$ cat src/lcc_cfg.svh
// Timing counts, line numbers and output levels for the line-21 caption inserter
`ifndef LCC_CFG_SVH
`define LCC_CFG_SVH
`define LCC_CLK_PERIOD_NS 100
`define LCC_BIT_PERIOD_NS 1987
`define LCC_BIT_CLKS (`LCC_BIT_PERIOD_NS / `LCC_CLK_PERIOD_NS)
`define LCC_START_DELAY_NS 10500
`define LCC_START_CLKS ((`LCC_START_DELAY_NS + `LCC_CLK_PERIOD_NS - 1) / `LCC_CLK_PERIOD_NS)
`define LCC_RUNIN_CYCLES 7
`define LCC_HOLD_BITS 2
`define LCC_PAYLOAD_BITS 16
`define LCC_LINE_ODD_CAPTION 10'h015
`define LCC_LINE_EVEN_CAPTION 10'h11c
`define LCC_LINE_EVEN_IGNORE 10'h11a
`define LCC_BLANK_LEVEL 8'h10
`define LCC_HIGH_LEVEL 8'h50
`define LCC_FSEL_ODD_BIT 0
`define LCC_FSEL_EVEN_BIT 1
`endif

$ cat src/lcc_pkg.sv
// Types shared by the caption inserter files
package lcc_pkg;
   typedef enum logic [2:0] {
      LCC_IDLE  = 3'b000,
      LCC_WAIT  = 3'b001,
      LCC_RUNIN = 3'b011,
      LCC_HOLD  = 3'b010,
      LCC_START = 3'b110,
      LCC_DATA  = 3'b111,
      LCC_DONE  = 3'b101
   } lcc_state_t;
endpackage

$ cat src/lcc_runin_wave.sv
// Run-in sinusoid lookup: one full cycle over sixteen phase steps
`timescale 1ns/1ps
`include "lcc_cfg.svh"
module lcc_runin_wave (
   input wire logic [3:0] i_phase,
   output logic [7:0] o_level
);
   logic [7:0] swing;

   // Raised cosine so each cycle starts and ends at blanking level
   always_comb begin
      unique case (i_phase)
         4'h0: swing = 8'h00;
         4'h1: swing = 8'h02;
         4'h2: swing = 8'h09;
         4'h3: swing = 8'h14;
         4'h4: swing = 8'h20;
         4'h5: swing = 8'h2c;
         4'h6: swing = 8'h37;
         4'h7: swing = 8'h3e;
         4'h8: swing = 8'h40;
         4'h9: swing = 8'h3e;
         4'ha: swing = 8'h37;
         4'hb: swing = 8'h2c;
         4'hc: swing = 8'h20;
         4'hd: swing = 8'h14;
         4'he: swing = 8'h09;
         4'hf: swing = 8'h02;
      endcase
      o_level = `LCC_BLANK_LEVEL + swing;
   end
endmodule

$ cat src/lcc_inserter.sv
// Line-21 closed-caption inserter for the encoder video path
`timescale 1ns/1ps
`include "lcc_cfg.svh"
module lcc_inserter #(
   parameter int BIT_CLKS = `LCC_BIT_CLKS,
   parameter int START_CLKS = `LCC_START_CLKS
) (
   input wire logic i_clock,
   input wire logic i_rst_b,
   input wire logic i_line_start,
   input wire logic [9:0] i_line_number,
   input wire logic i_field_odd,
   input wire logic [7:0] i_pixel,
   input wire logic [1:0] i_caption_field_select,
   input wire logic i_caption_load,
   input wire logic [15:0] i_caption_payload_bytes,
   input wire logic i_ext_caption_load,
   input wire logic [15:0] i_extended_caption_payload_bytes,
   output logic [7:0] o_video,
   output logic o_caption_active,
   output logic o_pixel_ignored
);
   // Twelve bits hold the start delay count with room for faster pixel clocks
   localparam int CNT_W = 12;
   localparam logic [CNT_W-1:0] BIT_LAST = CNT_W'(BIT_CLKS - 1);
   localparam logic [CNT_W-1:0] START_LAST = CNT_W'(START_CLKS - 1);
   localparam logic [4:0] RUNIN_LAST = 5'(`LCC_RUNIN_CYCLES - 1);
   localparam logic [4:0] HOLD_LAST = 5'(`LCC_HOLD_BITS - 1);
   localparam logic [4:0] DATA_LAST = 5'(`LCC_PAYLOAD_BITS - 1);

   lcc_pkg::lcc_state_t state_q;
   lcc_pkg::lcc_state_t state_d;
   logic [15:0] cc_bytes_q;
   logic [15:0] ext_bytes_q;
   logic [15:0] shift_q;
   logic [CNT_W-1:0] clk_cnt_q;
   logic [4:0] bit_cnt_q;
   logic [7:0] video_q;
   logic active_q;
   logic ignored_q;
   logic odd_line;
   logic even_line;
   logic ignore_line;
   logic bit_end;
   logic [3:0] phase;
   logic [CNT_W+3:0] phase_wide;
   logic [7:0] runin_level;
   logic [7:0] wave_level;

   // Byte registers loaded as a pair; bit 7:0 is the low byte
   always_ff @(posedge i_clock) begin
      if (!i_rst_b) begin
         cc_bytes_q <= 16'h0000;
      end else if (i_caption_load) begin
         cc_bytes_q <= i_caption_payload_bytes;
      end
   end

   always_ff @(posedge i_clock) begin
      if (!i_rst_b) begin
         ext_bytes_q <= 16'h0000;
      end else if (i_ext_caption_load) begin
         ext_bytes_q <= i_extended_caption_payload_bytes;
      end
   end

   // Line qualification from the encoder's own line and field counters
   assign odd_line = i_field_odd && (i_line_number == `LCC_LINE_ODD_CAPTION)
      && i_caption_field_select[`LCC_FSEL_ODD_BIT];
   assign even_line = !i_field_odd && (i_line_number == `LCC_LINE_EVEN_CAPTION)
      && i_caption_field_select[`LCC_FSEL_EVEN_BIT];
   // Line 282 carries no caption here, but its picture samples are still dropped
   assign ignore_line = (i_line_number == `LCC_LINE_ODD_CAPTION)
      || (i_line_number == `LCC_LINE_EVEN_IGNORE) || even_line;

   assign bit_end = (clk_cnt_q == BIT_LAST);

   // A line start mid-sequence is refused; only DONE hands back to IDLE
   always_comb begin
      state_d = state_q;
      unique case (state_q)
         lcc_pkg::LCC_IDLE: begin
            if (i_line_start && (odd_line || even_line)) begin
               state_d = lcc_pkg::LCC_WAIT;
            end
         end
         lcc_pkg::LCC_WAIT: begin
            if (clk_cnt_q == START_LAST) begin
               state_d = lcc_pkg::LCC_RUNIN;
            end
         end
         lcc_pkg::LCC_RUNIN: begin
            if (bit_end && bit_cnt_q == RUNIN_LAST) begin
               state_d = lcc_pkg::LCC_HOLD;
            end
         end
         lcc_pkg::LCC_HOLD: begin
            if (bit_end && bit_cnt_q == HOLD_LAST) begin
               state_d = lcc_pkg::LCC_START;
            end
         end
         lcc_pkg::LCC_START: begin
            if (bit_end) begin
               state_d = lcc_pkg::LCC_DATA;
            end
         end
         lcc_pkg::LCC_DATA: begin
            if (bit_end && bit_cnt_q == DATA_LAST) begin
               state_d = lcc_pkg::LCC_DONE;
            end
         end
         lcc_pkg::LCC_DONE: begin
            if (i_line_start) begin
               state_d = lcc_pkg::LCC_IDLE;
            end
         end
         default: begin
            state_d = lcc_pkg::LCC_IDLE;
         end
      endcase
   end

   always_ff @(posedge i_clock) begin
      if (!i_rst_b) begin
         state_q <= lcc_pkg::LCC_IDLE;
      end else begin
         state_q <= state_d;
      end
   end

   // Cycle counter restarts at each phase change so every bit has equal length
   always_ff @(posedge i_clock) begin
      if (!i_rst_b) begin
         clk_cnt_q <= '0;
      end else if (state_d != state_q) begin
         clk_cnt_q <= '0;
      end else if (state_q == lcc_pkg::LCC_WAIT) begin
         clk_cnt_q <= clk_cnt_q + CNT_W'(1);
      end else if (bit_end) begin
         clk_cnt_q <= '0;
      end else begin
         clk_cnt_q <= clk_cnt_q + CNT_W'(1);
      end
   end

   // Counts bits within the current phase; cleared on every phase change
   always_ff @(posedge i_clock) begin
      if (!i_rst_b) begin
         bit_cnt_q <= 5'h00;
      end else if (state_d != state_q) begin
         bit_cnt_q <= 5'h00;
      end else if (bit_end) begin
         bit_cnt_q <= bit_cnt_q + 5'h01;
      end
   end

   // Payload is frozen at line start, so a load mid-line cannot tear a frame
   always_ff @(posedge i_clock) begin
      if (!i_rst_b) begin
         shift_q <= 16'h0000;
      end else if (state_q == lcc_pkg::LCC_IDLE && i_line_start) begin
         shift_q <= odd_line ? cc_bytes_q : ext_bytes_q;
      end else if (state_q == lcc_pkg::LCC_DATA && bit_end) begin
         shift_q <= {1'b0, shift_q[15:1]};
      end
   end

   // Run-in phase follows the cycle counter, so it is locked to the data rate
   assign phase_wide = {clk_cnt_q, 4'h0} / (CNT_W + 4)'(BIT_CLKS);
   assign phase = phase_wide[3:0];

   lcc_runin_wave u_runin_wave (
      .i_phase(phase),
      .o_level(runin_level)
   );

   always_comb begin
      unique case (state_q)
         lcc_pkg::LCC_RUNIN: wave_level = runin_level;
         lcc_pkg::LCC_START: wave_level = `LCC_HIGH_LEVEL;
         lcc_pkg::LCC_DATA: wave_level = shift_q[0] ? `LCC_HIGH_LEVEL : `LCC_BLANK_LEVEL;
         default: wave_level = `LCC_BLANK_LEVEL;
      endcase
   end

   // Output mux; a caption line never passes picture samples through
   // Pixels share this flop so caption and picture leave with one latency
   always_ff @(posedge i_clock) begin
      if (!i_rst_b) begin
         video_q <= `LCC_BLANK_LEVEL;
         active_q <= 1'b0;
         ignored_q <= 1'b0;
      end else begin
         active_q <= (state_q != lcc_pkg::LCC_IDLE);
         ignored_q <= ignore_line || (state_q != lcc_pkg::LCC_IDLE);
         if (state_q != lcc_pkg::LCC_IDLE) begin
            video_q <= wave_level;
         end else if (ignore_line) begin
            video_q <= `LCC_BLANK_LEVEL;
         end else begin
            video_q <= i_pixel;
         end
      end
   end

   assign o_video = video_q;
   assign o_caption_active = active_q;
   assign o_pixel_ignored = ignored_q;
endmodule

$ cat config.mk
export PLATFORM = sky130hd
export DESIGN_NAME = lcc_inserter
export DESIGN_NICKNAME = d
export VERILOG_FILES = /design/src/lcc_pkg.sv /design/src/lcc_runin_wave.sv /design/src/lcc_inserter.sv
export VERILOG_INCLUDE_DIRS = /design/src
export SDC_FILE = /design/constraint.sdc
export NUM_CORES = 1
export LEC_CHECK = 0
export ABC_AREA = 1
export BUFFER_PORTS_ARGS = -buffer_cell sky130_fd_sc_hd__buf_4
export CAP_MARGIN = 20
export CORE_MARGIN = 3
export CORE_UTILIZATION = 60
export CTS_BUF_LIST = sky130_fd_sc_hd__clkbuf_4
export DETAILED_ROUTE_END_ITERATION = 6
export HOLD_SLACK_MARGIN = 0.1
export PLACE_DENSITY = 0.88
export SLEW_MARGIN = 20
export SYNTH_ARGS = -nofsm -noshare
export SYNTH_HDL_FRONTEND = slang
export SYNTH_SLANG_ARGS = --single-unit
$ cat constraint.sdc
create_clock -name i_clock -period 9.7 [get_ports i_clock]
set_input_delay 0.97 -clock i_clock [delete_from_list [all_inputs] [get_ports i_clock]]
set_output_delay 0.97 -clock i_clock [all_outputs]
set_load 0.02 [all_outputs]
==> reports/qor.json <==
{
  "pwr": {
    "vdd_ir_drop_max_mv": 0.1037,
    "switchingPower_w": 0.0002504,
    "power_density_nw_per_um2": 114.9,
    "power.share.combinational_pct": 25.2,
    "cell_internal_pwr_w": 0.0004663,
    "switching_share_pct": 34.94,
    "total_leakage_power_nw": 3.248,
    "clockPowerShare_pct": 25.8,
    "seq_power_share_pct": 49.0
  },
  "cts": {
    "ctsHoldBuffers": 0,
    "tritoncts": "built",
    "clock-sinks": 78,
    "cts_made_buffers": 9,
    "clock_tree.htree_level_count": 3,
    "clkTransAtPathRegs_ps": 140,
    "ctsRootBufferMaster": "sky130_fd_sc_hd__clkbuf_4",
    "postCtsSetupRepairBufs": 0,
    "buffer_levels_on_the_longest_clock_path": 2,
    "insertion_delay_to_the_later_sink_of_the_worst_skew_pair_ps": 440,
    "cts.repair.resized": 0
  },
  "status": {
    "status": "completed"
  },
  "finish": {
    "seqCellArea_um2": 1562,
    "layout.nets": 969,
    "antennaDiodeCount": 0,
    "final_cell_area_um2": 6236,
    "multi_input_gate_area_um2": 3451,
    "syn2layout_area_growth_pct": 12.58,
    "final_layout_size_suffix_gt1_share_pct": 19.22,
    "final.fill_count": 705
  },
  "drt": {
    "route.detailed.wl_per_inst_um": 12.70,
    "drt_first_pass_iters": 5,
    "vias": 5648,
    "drt_iter0_drc": 293,
    "finalWirelength_um": 12800,
    "final_antenna_net_count": 0,
    "drcViolationCount": 0,
    "viasPerCell": 5.603
  },
  "timing": {
    "post_route_fraction_of_the_period_consumed_by_the_critical_path_pct": 85.70,
    "period_needed_ps": 8313,
    "slew_violations": 0,
    "finClkSkew_ps": 21.00,
    "grt_setup_unrepaired": "no",
    "fmax_mhz": 120.3,
    "timing.max_slew.rel_slack_pct": 46.05,
    "final.setup.tns_ps": 0,
    "max_slew.worst_pin.slew_ps": 808.4,
    "timing.final.setup_violations": 0,
    "timing_hold_violations_final": 0
  },
  "die": {
    "floorplan.rows": 34,
    "core_area_um2": 8848,
    "chipHeight_um": 102.1,
    "ioPinCount": 68,
    "die_area_um2": 10420,
    "start_util_pct": 62.60,
    "die_w_um": 102.1
  },
  "global_routing": {
    "groute.usage.overall_pct": 24.77,
    "grt_first_pass_wirelength_um": 21810,
    "first_global_vias": 5350,
    "gr-total-overflow": 0,
    "antenna_found_initial": 0,
    "grt_max_degree": 53
  },
  "place": {
    "dp.final_hpwl_um": 9902,
    "placed_cell_area_um2": 6102,
    "placer_s_final_routability_congestion_estimate": 0.8906,
    "portBuffers": 67
  },
  "critical_path": {
    "timing.critical_path.arrival_ps": 8700,
    "startpoint_type": "flop",
    "required_ps": 10090,
    "worst_setup_path_end_kind": "flop",
    "critical_path_class": "reg -> reg",
    "critical_path.max_fanout": 7,
    "worst_path_largest_cell_delay_ps": 470,
    "slowest_cell_on_the_critical_path": "sky130_fd_sc_hd__dfxtp_1"
  },
  "synthesis": {
    "synthDominantAreaCellType": "sky130_fd_sc_hd__dfxtp_1",
    "postSynthRegisterBits": 78,
    "synth_area_um2": 5539,
    "synth_seq_area_share_pct": 28.19,
    "synth_cell_type_count": 41,
    "synth_largest_type_area_fraction_pct": 28.19,
    "average_footprint_of_a_synthesized_cell_um2": 6.618,
    "syn-num-nets": 911,
    "synth_flop_cell": "sky130_fd_sc_hd__dfxtp_1",
    "ys_warn_count": 0,
    "synth.top_cells.by_count": "sky130_fd_sc_hd__nand2_1, sky130_fd_sc_hd__inv_1, sky130_fd_sc_hd__nor2_1",
    "yosys.cell_count.top_type": "sky130_fd_sc_hd__nand2_1",
    "ys_async_sr_fraction_pct": 0,
    "synth.area.top_cells": "sky130_fd_sc_hd__dfxtp_1, sky130_fd_sc_hd__nand2_1, sky130_fd_sc_hd__inv_1",
    "post_syn_instances": 837,
    "synth-edff-count": 0
  },
  "run": {
    "max_cap_violations": 0
  },
  "worst_hold_path": {
    "min_path_type": "reg -> reg"
  }
}
==> per-stage QoR <==
step | hold WS (ps) | instances | total power, W | util, % | setup WS (ps)
2_1_floorplan | 429.7 | 837 | 0.0004787 | - | 2424
3_3_place_gp | 448.2 | 992 | 0.0005243 | 68.96 | 2005
3_5_place_dp | 447.5 | 992 | 0.0005329 | 68.96 | 1473
4_1_cts | 467.2 | 1008 | 0.0007175 | 70.48 | 1426
5_1_grt | 488.6 | 1008 | 0.0007595 | 70.48 | 399.0
6_report | 465.7 | 1008 | 0.0007167 | 70.48 | 1387
==> registers in the layout, indices dropped and copies added (netlist names) <==
register          count
ext_bytes_q          16
clk_cnt_q            12
o_pixel_ignored       1
cc_bytes_q           16
state_q               3
o_caption_active      1
bit_cnt_q             5
shift_q              16
o_video               8
==> placed cells by master (no fill, tap or decap), types with 12 or more instances in the layout <==
master	n
sky130_fd_sc_hd__o211ai_1	18
sky130_fd_sc_hd__nor3_1	16
sky130_fd_sc_hd__nand3_1	55
sky130_fd_sc_hd__dfxtp_1	78
sky130_fd_sc_hd__xor2_1	17
sky130_fd_sc_hd__nor2_1	79
sky130_fd_sc_hd__nand3_2	12
sky130_fd_sc_hd__o21ai_0	73
sky130_fd_sc_hd__nand4_1	26
sky130_fd_sc_hd__nand2_4	17
sky130_fd_sc_hd__buf_4	69
sky130_fd_sc_hd__nand2_2	31
sky130_fd_sc_hd__a21oi_1	46
sky130_fd_sc_hd__nand2_1	167
sky130_fd_sc_hd__ha_1	16
sky130_fd_sc_hd__inv_1	105
==> worst max-delay path, delay by kind of cell, from the launching register on <==
family | cells | cell delay (ps)
simple gates | 55 | 5330
fa+ha+maj | 5 | 1100
compound gates | 5 | 700
buf+inv | 9 | 500
flops | 1 | 470
xor+xnor | 1 | 120
==> logic make-up (layout without fill, tap and decap cells) <==
kind of cell               count (synthesis)  count (layout)  share of synthesized area, %
xor gates and xnor gates                  21              21                         3.320
DFF                                       78              78                         28.19
AOI/OAI and AO/OA                        153             153                         15.22
adders and majority gates                 16              16                         3.614
buffers and inverters                    137             200                         9.510
and+or+nand+nor                          432             432                         40.14
==> path summary, 6_finish.rpt <==
| check | startpoint | endpoint | slack [ps] | cells past startpoint |
|---|---|---|---|---|
| setup / recovery | clk_cnt_q[7]$_SDFF_PP0_ | o_video[6]$_SDFF_PN0_ | 1390 | 75 |
| hold / removal | ext_bytes_q[4]$_SDFFE_PN0P_ | ext_bytes_q[4]$_SDFFE_PN0P_ | 470 | 2 |
| setup reg to reg | clk_cnt_q[7]$_SDFF_PP0_ | o_video[6]$_SDFF_PN0_ | 1390 | 75 |
| hold reg to reg | ext_bytes_q[4]$_SDFFE_PN0P_ | ext_bytes_q[4]$_SDFFE_PN0P_ | 470 | 2 |
==> power by group through the flow <==
| stage | Combinational (W) | Sequential [W] | Clock (W) |
|---|---|---|---|
| global placement | 0.000167 | 0.000357 | 0 |
| detailed placement | 0.000175 | 0.000358 | 0 |
| finish | 0.000181 | 0.000351 | 0.000185 |
| floorplan | 0.000121 | 0.000358 | 0 |
| global route | 0.000205 | 0.000354 | 0.000201 |
| CTS | 0.000178 | 0.000351 | 0.000188 |
==> layer usage <==
metal / share of wire [%] / global-route usage (%)
met5: 0 / 0
met4: 2.1 / 8.174
met3: 4.2 / 4.232
met2: 51 / 45.43
met1: 43 / 29.11
==> cell type report <==
| type | count | area share (%) |
|---|---|---|
| tap | 108 | 2.167 |
| multi-input combinational | 622 | 55.34 |
| sequential | 78 | 25.04 |
| inverter | 115 | 7.002 |
| timing repair buffer | 69 | 8.307 |
| clock buffer | 9 | 1.083 |
| clock inverter | 7 | 1.063 |
Power figures use the tool's default switching activity.
